**config.mk**
```make
export PLATFORM = sky130hd
export DESIGN_NAME = hbridge_fault_protection
export DESIGN_NICKNAME = d
export VERILOG_FILES = /design/src/hbridge_fault_pkg.sv /design/src/hbridge_fault_protection.sv
export VERILOG_INCLUDE_DIRS = /design/src
export SDC_FILE = /design/constraint.sdc
export NUM_CORES = 1
export LEC_CHECK = 0
export BUFFER_PORTS_ARGS = -buffer_cell sky130_fd_sc_hd__buf_4
export CAP_MARGIN = 20
export CORE_ASPECT_RATIO = 0.75
export CORE_UTILIZATION = 30
export CTS_BUF_LIST = sky130_fd_sc_hd__clkbuf_2 sky130_fd_sc_hd__clkbuf_4 sky130_fd_sc_hd__clkbuf_8
export DETAILED_ROUTE_END_ITERATION = 8
export HOLD_SLACK_MARGIN = 0.08
export SYNTH_ARGS = -nofsm -noshare
export SYNTH_HDL_FRONTEND = slang
export SYNTH_SLANG_ARGS = --single-unit
```
**constraint.sdc**
```tcl
create_clock -name clock -period 3.6 [get_ports clock]
set_input_delay 0.72 -clock clock [delete_from_list [all_inputs] [get_ports clock]]
set_output_delay 0.72 -clock clock [all_outputs]
set_load 0.02 [all_outputs]
```
**src/hbridge_fault_protection_defs.svh**
```systemverilog
// timing constants and reset values for the h-bridge fault protection block
// Summary of operation
// - supply lockout: outputs off, mode inputs ignored
// - above upper threshold, mode inputs drive bridge
// - below lower threshold, lockout re-entered with hysteresis
// - over-current past deglitch interval switches all off
// - over-current retry timer expiry resumes normal drive
// - timed retry only in forward or reverse
// - short-circuit acts with no deglitch filtering
// - short-circuit rechecked each retry interval until gone
// - ground, supply, output-to-output shorts all count
// - over-temperature off until recovery level reached
// - guards enabled per mode, none in sleep
// - two mode inputs select standby/forward/reverse/brake
// - idle beyond 10ms enters sleep; drive exits
`ifndef HBRIDGE_FAULT_PROTECTION_DEFS_SVH
`define HBRIDGE_FAULT_PROTECTION_DEFS_SVH

`define HFP_CLOCK_MHZ 40
`define HFP_COUNT_WIDTH 24
// idle time before the sleep period, in microseconds
`define HFP_SLEEP_DELAY_US 10000
`define HFP_SLEEP_CYCLES (`HFP_SLEEP_DELAY_US * `HFP_CLOCK_MHZ)
// deglitch and retry intervals, in nanoseconds
`define HFP_DEGLITCH_NS 2000
`define HFP_RETRY_NS 100000
`define HFP_DEGLITCH_CYCLES ((`HFP_DEGLITCH_NS * `HFP_CLOCK_MHZ) / 1000)
`define HFP_RETRY_CYCLES ((`HFP_RETRY_NS * `HFP_CLOCK_MHZ) / 1000)
// bridge locked out from power-on until the supply proves good
`define HFP_LOCKOUT_RESET 1'b1

`endif

```
**src/hbridge_fault_pkg.sv**
```systemverilog
// types shared by the h-bridge fault protection block
package hbridge_fault_pkg;

   typedef enum logic [1:0] {
      MODE_STANDBY,
      MODE_FORWARD,
      MODE_REVERSE,
      MODE_BRAKE
   } mode_t;

   // sampled pins: mode inputs and digitised comparator results
   typedef struct packed {
      logic modeInFwd;
      logic modeInRev;
      logic supplyBelowLow;
      logic supplyAboveHigh;
      logic overCurrent;
      logic shortToGround;
      logic shortToSupply;
      logic shortOutputs;
      logic tempAboveLimit;
      logic tempBelowRecover;
   } pins_t;

   // power switch gates: a/b are bridge_out_a/bridge_out_b sides
   typedef struct packed {
      logic highA;
      logic lowA;
      logic highB;
      logic lowB;
   } gates_t;

   typedef struct packed {
      logic supplyLockout;
      logic overcurrentGuard;
      logic shortCircuitGuard;
      logic overTemp;
      logic sleep;
   } status_t;

endpackage : hbridge_fault_pkg

```
**src/hbridge_fault_protection.sv**
```systemverilog
// h-bridge fault protection controller: lockout, over-current, short, over-temp, sleep
`timescale 1ns/100ps
`include "hbridge_fault_protection_defs.svh"

module hbridge_fault_protection #(
   parameter int unsigned SLEEP_CYCLES = `HFP_SLEEP_CYCLES,
   parameter int unsigned DEGLITCH_CYCLES = `HFP_DEGLITCH_CYCLES,
   parameter int unsigned RETRY_CYCLES = `HFP_RETRY_CYCLES
) (
   // clock and reset
   input wire logic clock,
   input wire logic arst_n,
   // pins from outside the clock domain
   input wire hbridge_fault_pkg::pins_t pinsIn,
   // bridge switches and status
   output hbridge_fault_pkg::gates_t gates,
   output hbridge_fault_pkg::status_t status
);

   localparam int CW = `HFP_COUNT_WIDTH;
   localparam logic [CW-1:0] SLEEP_LAST = CW'(SLEEP_CYCLES - 1);
   localparam logic [CW-1:0] DEGL_LIMIT = CW'(DEGLITCH_CYCLES);
   localparam logic [CW-1:0] RETRY_LAST = CW'(RETRY_CYCLES - 1);

   typedef struct packed {
      hbridge_fault_pkg::pins_t sync1;
      hbridge_fault_pkg::pins_t sync2;
      logic [CW-1:0] sleepCnt;
      logic [CW-1:0] deglCnt;
      logic [CW-1:0] retryCnt;
      hbridge_fault_pkg::gates_t gates;
      hbridge_fault_pkg::status_t status;
   } state_t;

   state_t q;
   state_t d;
   hbridge_fault_pkg::mode_t mode;
   logic driveMode;
   logic guardEn;
   logic shortNow;
   logic ocTrip;
   logic faultOff;

   always_comb begin
      d = q;
      d.sync1 = pinsIn;
      d.sync2 = q.sync1;

      case ({q.sync2.modeInFwd, q.sync2.modeInRev})
         2'b10: mode = hbridge_fault_pkg::MODE_FORWARD;
         2'b01: mode = hbridge_fault_pkg::MODE_REVERSE;
         2'b11: mode = hbridge_fault_pkg::MODE_BRAKE;
         default: mode = hbridge_fault_pkg::MODE_STANDBY;
      endcase
      driveMode = (mode == hbridge_fault_pkg::MODE_FORWARD) ||
                  (mode == hbridge_fault_pkg::MODE_REVERSE);

      // sleep period after a long standby or brake
      if (driveMode) begin
         d.status.sleep = 1'b0;
         d.sleepCnt = '0;
      end else if (!q.status.sleep) begin
         if (q.sleepCnt == SLEEP_LAST) begin
            d.status.sleep = 1'b1;
            d.sleepCnt = '0;
         end else begin
            d.sleepCnt = q.sleepCnt + 1'b1;
         end
      end

      // lockout hysteresis between the two comparators
      if (q.sync2.supplyBelowLow) begin
         d.status.supplyLockout = 1'b1;
      end else if (q.sync2.supplyAboveHigh) begin
         d.status.supplyLockout = 1'b0;
      end

      // current guards live in drive and brake, never in standby or sleep;
      // next sleep is used so no guard is left set on the edge that enters sleep
      guardEn = !d.status.sleep && (mode != hbridge_fault_pkg::MODE_STANDBY);
      shortNow = q.sync2.shortToGround | q.sync2.shortToSupply |
                 q.sync2.shortOutputs;

      // over-current must hold past the deglitch count before it trips
      if (guardEn && q.sync2.overCurrent) begin
         if (q.deglCnt != DEGL_LIMIT) begin
            d.deglCnt = q.deglCnt + 1'b1;
         end
      end else begin
         d.deglCnt = '0;
      end
      ocTrip = guardEn && q.sync2.overCurrent && (q.deglCnt == DEGL_LIMIT);

      if (!guardEn) begin
         d.status.overcurrentGuard = 1'b0;
         d.status.shortCircuitGuard = 1'b0;
         d.retryCnt = '0;
      end else begin
         if (q.status.overcurrentGuard || q.status.shortCircuitGuard) begin
            if (driveMode) begin
               if (q.retryCnt == RETRY_LAST) begin
                  d.retryCnt = '0;
                  d.status.overcurrentGuard = 1'b0;
                  d.status.shortCircuitGuard = shortNow;
               end else begin
                  d.retryCnt = q.retryCnt + 1'b1;
               end
            end else begin
               // brake: no timer, release once the fault is gone
               d.retryCnt = '0;
               if (!q.sync2.overCurrent) begin
                  d.status.overcurrentGuard = 1'b0;
               end
               if (!shortNow) begin
                  d.status.shortCircuitGuard = 1'b0;
               end
            end
         end
         // a new trip wins over a release in the same cycle
         if (ocTrip && !q.status.overcurrentGuard && !q.status.shortCircuitGuard) begin
            d.retryCnt = '0;
         end
         if (ocTrip) begin
            d.status.overcurrentGuard = 1'b1;
         end
         if (shortNow && !q.status.shortCircuitGuard && !q.status.overcurrentGuard) begin
            d.retryCnt = '0;
         end
         if (shortNow && !q.status.shortCircuitGuard) begin
            d.status.shortCircuitGuard = 1'b1;
         end
      end

      // over-temperature also guards standby, but not sleep
      if (d.status.sleep) begin
         d.status.overTemp = 1'b0;
      end else if (q.sync2.tempAboveLimit) begin
         d.status.overTemp = 1'b1;
      end else if (q.sync2.tempBelowRecover) begin
         d.status.overTemp = 1'b0;
      end

      // gates follow next-state faults so a trip opens the bridge at once
      faultOff = d.status.supplyLockout | d.status.overcurrentGuard |
                 d.status.shortCircuitGuard | d.status.overTemp;
      d.gates = '0;
      if (!faultOff) begin
         case (mode)
            hbridge_fault_pkg::MODE_FORWARD: begin
               d.gates.highA = 1'b1;
               d.gates.lowB = 1'b1;
            end
            hbridge_fault_pkg::MODE_REVERSE: begin
               d.gates.lowA = 1'b1;
               d.gates.highB = 1'b1;
            end
            hbridge_fault_pkg::MODE_BRAKE: begin
               d.gates.lowA = 1'b1;
               d.gates.lowB = 1'b1;
            end
            default: d.gates = '0;
         endcase
      end
   end

   always_ff @(posedge clock or negedge arst_n) begin
      if (!arst_n) begin
         q <= '0;
         q.status.supplyLockout <= `HFP_LOCKOUT_RESET;
      end else begin
         q <= d;
      end
   end

   assign gates = q.gates;
   assign status = q.status;
endmodule : hbridge_fault_protection

```
==> impl_table.tex, run 1 <==
\begin{tabular}{lr}
\hline
Metric & Value \\
\hline
\multicolumn{2}{l}{\textbf{Run status}} \\
\quad Outcome & finished clean \\
\multicolumn{2}{l}{\textbf{Routing}} \\
\quad Via count & 3769 \\
\quad Via-per-instance ratio & 5.05 \\
\quad Routed len/inst & 13.8 µm \\
\quad Met2 wire length & 4.75 mm \\
\quad Detailed-router iteration count before antenna repair & 4 \\
\quad Drt total wl & 10.3 mm \\
\quad Residual antenna-violating net count after detailed routing & 0 \\
\quad Met1 wire length & 5.12 mm \\
\quad Max Used Layer & met4 \\
\quad Detailed-routed wire length on met3 & 343 µm \\
\quad Iteration-0 DRC Markers & 225 \\
\quad Remaining DRCs & 0 \\
\multicolumn{2}{l}{\textbf{Logic synthesis}} \\
\quad Number of distinct library cell variants in the gate-level netlist after synthesis & 50 \\
\quad Mux share of post-synthesis cell area & 0.423\% \\
\quad Adder-cell area share of the yosys netlist & 1.99\% \\
\quad Syn Area/Cell & 9.70 µm² \\
\quad Post-synthesis compound-gate area fraction & 12.8\% \\
\quad Post-Synth XOR/XNOR Area & 5.74\% \\
\quad Proportion of synthesized chip area in sequential cells & 50.2\% \\
\quad \#FFs+latches synth & 101 \\
\quad Synth Net Count & 539 \\
\quad Post-synth design cell area & 0.00503 mm² \\
\quad Combinational family with the most area after synthesis & simple AND/OR/NAND/NOR gates \\
\quad Synth async-reset ratio & 100\% \\
\quad Simple logic cell fraction of the synthesized area & 23.1\% \\
\quad Number of flops mapped to enable cells by yosys & 0 \\
\quad Number of instances in the synthesized netlist & 519 \\
\quad Synth Flop Type & sky130\_fd\_sc\_hd\_\_dfrtp\_1 \\
\quad Number of synthesis warnings & 0 \\
\multicolumn{2}{l}{\textbf{Placement}} \\
\quad Estimated wirelength of the detail-placed design & 7.18 mm \\
\quad Final weighted congestion in routability-driven placement & 0.830 \\
\quad Placed Area & 0.00532 mm² \\
\quad Worst Setup Slack post-DPL & 1.01 ns \\
\quad Number of port buffers & 20 \\
\multicolumn{2}{l}{\textbf{Global routing}} \\
\quad Global-route wire length before repair & 17.7 mm \\
\quad Total track usage & 12.9\% \\
\quad Total grt overflow & 0 \\
\quad Number of antenna violations at the first check in global routing & 0 \\
\quad Vias in the first global route & 3650 \\
\quad Largest net degree at the start of global routing & 68 \\
\multicolumn{2}{l}{\textbf{Floorplan}} \\
\quad Core footprint & 0.0162 mm² \\
\quad Initial Util & 31.0\% \\
\quad Row Count & 40 \\
\quad Height of the chip & 114 µm \\
\quad DIE AREA & 0.0173 mm² \\
\quad Die Width & 152 µm \\
\quad Number of top-level design ports & 21 \\
\multicolumn{2}{l}{\textbf{Finish}} \\
\quad Most used cells in the layout excluding fill and tap cells & 100 x sky130\_fd\_sc\_hd\_\_dfrtp\_1, 49 x sky130\_fd\_sc\_hd\_\_o21ai\_0, 48 x sky130\_fd\_sc\_hd\_\_nand2\_1, 43 x sky130\_fd\_sc\_hd\_\_nor2\_1, 30 x sky130\_fd\_sc\_hd\_\_nand3\_1 \\
\quad Final \#Nets & 551 \\
\quad Post-route standard cell area excluding fillers & 0.00552 mm² \\
\quad Area added between synthesis and finish & 9.72\% \\
\quad \# diodes & 0 \\
\quad Most common cell after layout, fill and taps aside & sky130\_fd\_sc\_hd\_\_dfrtp\_1 \\
\quad Fraction of layout cells with a size suffix above 1 & 10.4\% \\
\quad Fill cell count & 1681 \\
\multicolumn{2}{l}{\textbf{Pwr}} \\
\quad Fraction of power consumed by combinational cells & 7.3\% \\
\quad Maximum vdd drop & 0.181 mV \\
\quad Power per Cell Area & 373 mW/mm² \\
\quad Share of power burned in registers & 57.1\% \\
\quad Leakage power & 2.28 nW \\
\quad Design Power & 2.06 mW \\
\quad Internal portion of total power & 1.55 mW \\
\quad Switching share of power & 24.8\% \\
\quad Switching pwr & 511 µW \\
\quad Portion of total power attributed to the clock network & 35.6\% \\
\multicolumn{2}{l}{\textbf{STA}} \\
\quad Highest clock rate & 410 MHz \\
\quad Final critical-path share of the clock period & 67.7\% \\
\quad Total negative slack for setup checks & 0 ns \\
\quad Unrepaired setup endpoints after global routing & no \\
\quad Worst hold slack & 0.356 ns \\
\quad Normalized max-slew margin & 43.9\% \\
\quad Post-route minimum period & 2.44 ns \\
\quad Final slew viol count & 0 \\
\quad Number of hold-slack violations in the final timing report & 0 \\
\quad Final Setup Violations & 0 \\
\quad Clock Skews & 0.0131 ns \\
\quad Slew of the pin with the lowest slew margin & 0.842 ns \\
\quad Post-route worst setup slack & 1.16 ns \\
\multicolumn{2}{l}{\textbf{Setup path}} \\
\quad Critical path peak fanout & 24 \\
\quad Endpoint of the worst setup timing path & q[24] \\
\quad Beginning of the worst register-to-register path & q[89] \\
\quad FF-to-FF path depth & 8 \\
\quad Setup crit end kind & register \\
\quad Signal arrival time at the worst endpoint & 2.68 ns \\
\quad Required time at the worst-slack endpoint & 3.84 ns \\
\quad Register-to-register setup slack & 1.16 ns \\
\quad First element of the critical path & q[89] \\
\quad Critical path type & register to register \\
\quad Worst setup SP type & register \\
\quad Capture instance of the worst register-to-register path & q[24] \\
\multicolumn{2}{l}{\textbf{Clock network}} \\
\quad Number of clock sinks seen by CTS & 101 \\
\quad Hold Buf Count CTS & 0 \\
\quad TritonCTS buffer count & 9 \\
\quad Maximum number of buffers from clock root to sink & 2 \\
\quad Post-CTS sizing & 0 \\
\quad Root buffer cell & sky130\_fd\_sc\_hd\_\_clkbuf\_8 \\
\quad TritonCTS clock tree & built \\
\quad Total number of H-tree levels & 3 \\
\quad Insertion delay to the later sink of the worst-skew pair & 0.37 ns \\
\quad Post-CTS setup-driven buffer insertion count & 0 \\
\quad Register clock-pin slew on the reported worst setup and hold paths & 0.10 ns \\
\multicolumn{2}{l}{\textbf{Min path}} \\
\quad Hold path startpoint & d[86] \\
\quad Number of stages on the worst hold path & 0 \\
\quad Tightest Hold Check Type & register to register \\
\multicolumn{2}{l}{\textbf{Run}} \\
\quad Total of max-cap violations & 0 \\
\hline
\end{tabular}
==> worst min-delay path by stage <==
stage | to | slack, ns
6_report | q[86] | 0.36
5_1_grt | q[81] | 0.37
4_1_cts | q[84] | 0.36
3_5_place_dp | q[90] | 0.34
3_3_place_gp | q[84] | 0.33
2_1_floorplan | q[81] | 0.33
==> synth_stat cells, types with 2 or more instances <==
cell type / n / area, µm²
sky130_fd_sc_hd__dfrtp_1: 100 / 2500
sky130_fd_sc_hd__o21ai_0: 49 / 245
sky130_fd_sc_hd__nand2_1: 48 / 180
sky130_fd_sc_hd__nor2_1: 43 / 161
sky130_fd_sc_hd__nand3_1: 30 / 150
sky130_fd_sc_hd__inv_1: 28 / 105
sky130_fd_sc_hd__xnor2_1: 21 / 184
sky130_fd_sc_hd__and3_1: 18 / 113
sky130_fd_sc_hd__nand4_1: 14 / 87.6
sky130_fd_sc_hd__or3_1: 13 / 81.3
sky130_fd_sc_hd__a21oi_1: 12 / 60.1
sky130_fd_sc_hd__nor3_1: 12 / 60.1
sky130_fd_sc_hd__xor2_1: 12 / 105
sky130_fd_sc_hd__buf_4: 11 / 82.6
sky130_fd_sc_hd__ha_1: 8 / 100
sky130_fd_sc_hd__nor4_1: 8 / 50.1
sky130_fd_sc_hd__o31ai_1: 8 / 60.1
sky130_fd_sc_hd__nand2b_1: 7 / 43.8
sky130_fd_sc_hd__o21ai_1: 7 / 35.0
sky130_fd_sc_hd__and4_1: 6 / 52.6
sky130_fd_sc_hd__buf_2: 6 / 30.0
sky130_fd_sc_hd__a31oi_1: 5 / 31.3
sky130_fd_sc_hd__clkbuf_1: 5 / 18.8
sky130_fd_sc_hd__o41ai_1: 5 / 43.8
sky130_fd_sc_hd__a211oi_1: 4 / 30.0
sky130_fd_sc_hd__buf_6: 4 / 45.0
sky130_fd_sc_hd__and2_1: 3 / 18.8
sky130_fd_sc_hd__nor2b_1: 3 / 18.8
sky130_fd_sc_hd__nor3b_1: 3 / 22.5
sky130_fd_sc_hd__a21o_1: 2 / 15.0
sky130_fd_sc_hd__a22o_1: 2 / 17.5
sky130_fd_sc_hd__nor3_2: 2 / 20.0
sky130_fd_sc_hd__nor4_4: 2 / 42.5
sky130_fd_sc_hd__nor4b_1: 2 / 17.5
==> stage by stage <==
| stage | cells | util, % |
|---|---|---|
| 2_1_floorplan | 519 | - |
| 3_3_place_gp | 729 | 32.8 |
| 3_5_place_dp | 729 | 32.8 |
| 4_1_cts | 745 | 34.0 |
| 5_1_grt | 746 | 34.1 |
| 6_report | 746 | 34.1 |
==> layout make-up <==
cell class	count	area (µm²)	share of cell area (%)
flip-flops and latches	101	2530	45.8
multi-input cells	363	2220	40.2
well taps	210	263	4.76
repair buffers	28	210	3.81
clock buffers	11	139	2.51
inverters	28	105	1.90
clock inverters	5	58.8	1.06
==> logic make-up (layout without fill, tap and decap cells) <==
family	count (synthesis)	after routing
xor+xnor	33	33
buf+inv	55	72
compound gates	102	102
simple gates	218	218
fa+ha+maj	8	8
flops	101	101
mux	2	2
==> per-layer routing <==
metal | up-vias | global-route usage, %
met5 | - | 0
met1 | 1868 | 17.9
li1 | 1844 | -
met2 | 51 | 20.0
met3 | 6 | 3.11
met4 | 0 | 3.89
==> critical path, cell delays in order, from the launching register on <==
cell,delay (ns)
sky130_fd_sc_hd__dfrtp_1,0.39
sky130_fd_sc_hd__inv_1,0.07
sky130_fd_sc_hd__ha_1,0.40
sky130_fd_sc_hd__nor2b_1,0.64
sky130_fd_sc_hd__a211o_4,0.22
sky130_fd_sc_hd__a2111oi_4,0.03
sky130_fd_sc_hd__buf_4,0.23
sky130_fd_sc_hd__o21ai_0,0.21
sky130_fd_sc_hd__o41ai_1,0.10
==> sequential cells by signal (all words and copies together) (netlist names) <==
name,flops
q,82
d,10
status,5
gates,4
==> power groups by stage <==
stage / clock network [mW] / logic [mW] / registers, mW
floorplan: 0 / 0.100 / 1.19
global placement: 0 / 0.147 / 1.20
detailed placement: 0 / 0.150 / 1.20
CTS: 0.756 / 0.151 / 1.18
global route: 0.798 / 0.173 / 1.18
finish: 0.734 / 0.149 / 1.18
No activity file was read; power rests on OpenSTA's default activity.
==> run 2: changes to the inputs <==
- ABC_AREA: unset -> 1
- clock period: 3.6 -> 2.25 ns (I/O delays scaled with it)
==> impl_table.tex, run 2 <==
\begin{tabular}{lr}
\hline
Metric & Value \\
\hline
\multicolumn{2}{l}{\textbf{Clock network}} \\
\quad Root buffer cell & sky130\_fd\_sc\_hd\_\_clkbuf\_8 \\
\quad Register clock-pin slew on the reported worst setup and hold paths & 0.11 ns \\
\quad Number of clock sinks seen by CTS & 101 \\
\quad Maximum number of buffers from clock root to sink & 2 \\
\quad Insertion delay to the later sink of the worst-skew pair & 0.40 ns \\
\quad Hold Buf Count CTS & 0 \\
\quad Total number of H-tree levels & 3 \\
\quad TritonCTS buffer count & 9 \\
\quad TritonCTS clock tree & built \\
\multicolumn{2}{l}{\textbf{Finish}} \\
\quad Combined flip-flop and latch cell area & 0.00253 mm² \\
\quad Most common cell after layout, fill and taps aside & sky130\_fd\_sc\_hd\_\_nand2\_1 \\
\quad Max FFs per register & 82 \\
\quad Biggest register & q \\
\quad Area added between synthesis and finish & 11.2\% \\
\quad Fill cell count & 1855 \\
\quad Fraction of layout cells with a size suffix above 1 & 12.9\% \\
\quad Combined area of the multi-input logic cells & 0.00250 mm² \\
\quad Final \#Nets & 743 \\
\quad Finished Core Util & 34.6\% \\
\quad Most used cells in the layout excluding fill and tap cells & 107 x sky130\_fd\_sc\_hd\_\_nand2\_1, 100 x sky130\_fd\_sc\_hd\_\_dfrtp\_1, 99 x sky130\_fd\_sc\_hd\_\_inv\_1, 87 x sky130\_fd\_sc\_hd\_\_nor2\_1, 52 x sky130\_fd\_sc\_hd\_\_nand3\_1 \\
\quad \# diodes & 0 \\
\multicolumn{2}{l}{\textbf{STA}} \\
\quad Total negative slack for setup checks & 0 ns \\
\quad Post-route minimum period & 2.02 ns \\
\quad Unrepaired setup endpoints after global routing & no \\
\quad Final critical-path share of the clock period & 89.7\% \\
\quad Final Setup Violations & 0 \\
\quad Number of hold-slack violations in the final timing report & 0 \\
\quad Slew of the pin with the lowest slew margin & 0.594 ns \\
\quad Highest clock rate & 495 MHz \\
\quad Normalized max-slew margin & 60.4\% \\
\quad Clock Skews & 0.0186 ns \\
\quad Final slew viol count & 0 \\
\multicolumn{2}{l}{\textbf{Setup path}} \\
\quad Setup crit end kind & register \\
\quad Required time at the worst-slack endpoint & 2.54 ns \\
\quad Critical path peak fanout & 37 \\
\quad Worst setup SP type & register \\
\quad Signal arrival time at the worst endpoint & 2.30 ns \\
\quad Critical path type & register to register \\
\multicolumn{2}{l}{\textbf{Floorplan}} \\
\quad Core footprint & 0.0179 mm² \\
\quad Number of top-level design ports & 21 \\
\quad DIE AREA & 0.0191 mm² \\
\quad Initial Util & 31.1\% \\
\quad Die Width & 159 µm \\
\quad Height of the chip & 120 µm \\
\quad Row Count & 42 \\
\multicolumn{2}{l}{\textbf{Logic synthesis}} \\
\quad Number of flops mapped to enable cells by yosys & 0 \\
\quad Top post-synthesis cells by area & sky130\_fd\_sc\_hd\_\_dfrtp\_1 45\%, sky130\_fd\_sc\_hd\_\_nand2\_1 7.2\%, sky130\_fd\_sc\_hd\_\_inv\_1 6.7\% \\
\quad List of most frequent post-synthesis cells & 107 x sky130\_fd\_sc\_hd\_\_nand2\_1, 100 x sky130\_fd\_sc\_hd\_\_dfrtp\_1, 99 x sky130\_fd\_sc\_hd\_\_inv\_1 \\
\quad Post-Synth XOR/XNOR Area & 2.36\% \\
\quad Number of synthesis warnings & 0 \\
\quad Most instantiated library cell after synthesis & sky130\_fd\_sc\_hd\_\_nand2\_1 \\
\quad Share of the synthesized area in the top cell type & 44.9\% \\
\quad Post-synthesis compound-gate area fraction & 10.8\% \\
\quad Number of distinct library cell variants in the gate-level netlist after synthesis & 45 \\
\quad Synth async-reset ratio & 100\% \\
\quad Proportion of synthesized chip area in sequential cells & 45.4\% \\
\quad \#FFs+latches synth & 101 \\
\quad Synth Flop Type & sky130\_fd\_sc\_hd\_\_dfrtp\_1 \\
\quad Cell accounting for the most synthesized area & sky130\_fd\_sc\_hd\_\_dfrtp\_1 \\
\quad Syn Area/Cell & 7.97 µm² \\
\quad Mux share of post-synthesis cell area & 0\% \\
\quad Simple logic cell fraction of the synthesized area & 29.8\% \\
\quad Adder-cell area share of the yosys netlist & 1.80\% \\
\quad Post-synth design cell area & 0.00557 mm² \\
\quad Number of instances in the synthesized netlist & 699 \\
\quad Synth Net Count & 719 \\
\quad Combinational family with the most area after synthesis & simple AND/OR/NAND/NOR gates \\
\multicolumn{2}{l}{\textbf{Placement}} \\
\quad Estimated wirelength of the detail-placed design & 8.68 mm \\
\quad Final weighted congestion in routability-driven placement & 0.826 \\
\quad Number of port buffers & 20 \\
\multicolumn{2}{l}{\textbf{Routing}} \\
\quad Via-per-instance ratio & 4.67 \\
\quad Residual antenna-violating net count after detailed routing & 0 \\
\quad Iteration-0 DRC Markers & 313 \\
\quad Detailed-router iteration count before antenna repair & 5 \\
\quad Drt total wl & 12.3 mm \\
\quad Via count & 4533 \\
\quad Routed len/inst & 12.7 µm \\
\quad Remaining DRCs & 0 \\
\multicolumn{2}{l}{\textbf{Pwr}} \\
\quad Power per Cell Area & 533 mW/mm² \\
\quad Leakage power & 2.83 nW \\
\quad Maximum vdd drop & 0.220 mV \\
\multicolumn{2}{l}{\textbf{Run status}} \\
\quad Outcome & finished clean \\
\multicolumn{2}{l}{\textbf{Global routing}} \\
\quad Global-route wire length before repair & 21.0 mm \\
\quad Largest net degree at the start of global routing & 102 \\
\quad Vias in the first global route & 4171 \\
\quad Number of antenna violations at the first check in global routing & 0 \\
\quad Total grt overflow & 0 \\
\quad Total track usage & 13.8\% \\
\multicolumn{2}{l}{\textbf{Min path}} \\
\quad Tightest Hold Check Type & input pin to asynchronous set/reset pin \\
\multicolumn{2}{l}{\textbf{Run}} \\
\quad Total of max-cap violations & 0 \\
\hline
\end{tabular}
[run 2: worst paths after layout]
kind	slack [ns]	end	startpoint	cells after the start
hold reg to reg	0.35	q[84]	d[84]	0
setup / recovery	0.23	q[24]	q[33]	11
setup reg to reg	0.23	q[24]	q[33]	11
min in group clock	0.16	d[89]	pinsIn[8]	1
hold / removal	0.08	d[83]	arst_n	2
max in group asynchronous	1.70	d[85]	arst_n	2
[run 2: per-stage QoR]
step	setup WS, ns	power (mW)	area [µm²]	std cells	hold WS, ns
2_1_floorplan	0.536	2.10	5570	699	0.154
3_3_place_gp	0.256	2.21	5970	951	0.332
3_5_place_dp	0.198	2.21	5970	951	0.335
4_1_cts	0.171	3.35	6150	967	0.136
5_1_grt	0.0523	3.47	6190	970	0.128
6_report	0.231	3.30	6190	970	0.0777
[run 2: routing by layer]
layer | track usage (%) | wire, µm | vias up
met3 | 3.28 | 590 | 9
met5 | 0 | 0 | -
li1 | - | - | 2334
met4 | 4.33 | 142 | 0
met2 | 19.5 | 4960 | 98
met1 | 20.6 | 6600 | 2092
[run 2: layout make-up]
type	count	area share, %
Sequential cell	101	40.8
Clock buffer	12	2.47
Clock inverter	4	0.505
Multi-Input combinational cell	472	40.4
Timing Repair Buffer	34	4.53
Tap cell	242	4.89
Inverter	105	6.39
[run 2: timing repair]
action / CTS / global route
buffers inserted: 0 / 3
resized for setup: 0 / 1
endpoints found under the setup margin: 0 / 3
[run 2: critical path, stage by stage (launching register included)]
cell,delay [ns]
sky130_fd_sc_hd__dfrtp_1,0.44
sky130_fd_sc_hd__inv_1,0.08
sky130_fd_sc_hd__ha_1,0.13
sky130_fd_sc_hd__nand3_1,0.07
sky130_fd_sc_hd__nor2_1,0.14
sky130_fd_sc_hd__nand2_1,0.11
sky130_fd_sc_hd__nor2_4,0.16
sky130_fd_sc_hd__nand4_4,0.15
sky130_fd_sc_hd__nand2_2,0.11
sky130_fd_sc_hd__nand2_4,0.22
sky130_fd_sc_hd__nand2_4,0.20
sky130_fd_sc_hd__o21ai_1,0.07
[run 2: cells by family (layout without fill, tap and decap cells)]
| family | after synthesis | in the layout |
|---|---|---|
| AOI/OAI and AO/OA | 113 | 113 |
| xor gates and xnor gates | 15 | 15 |
| adders and majority gates | 8 | 8 |
| buffers and inverters | 126 | 155 |
| DFF | 101 | 101 |
| and+or+nand+nor | 336 | 336 |
[run 2: power by group]
group | leakage [nW] | internal (mW) | switching [mW]
clock | 0.0978 | 0.464 | 0.656
combinational | 1.38 | 0.0954 | 0.204
sequential | 1.35 | 1.85 | 0.0267
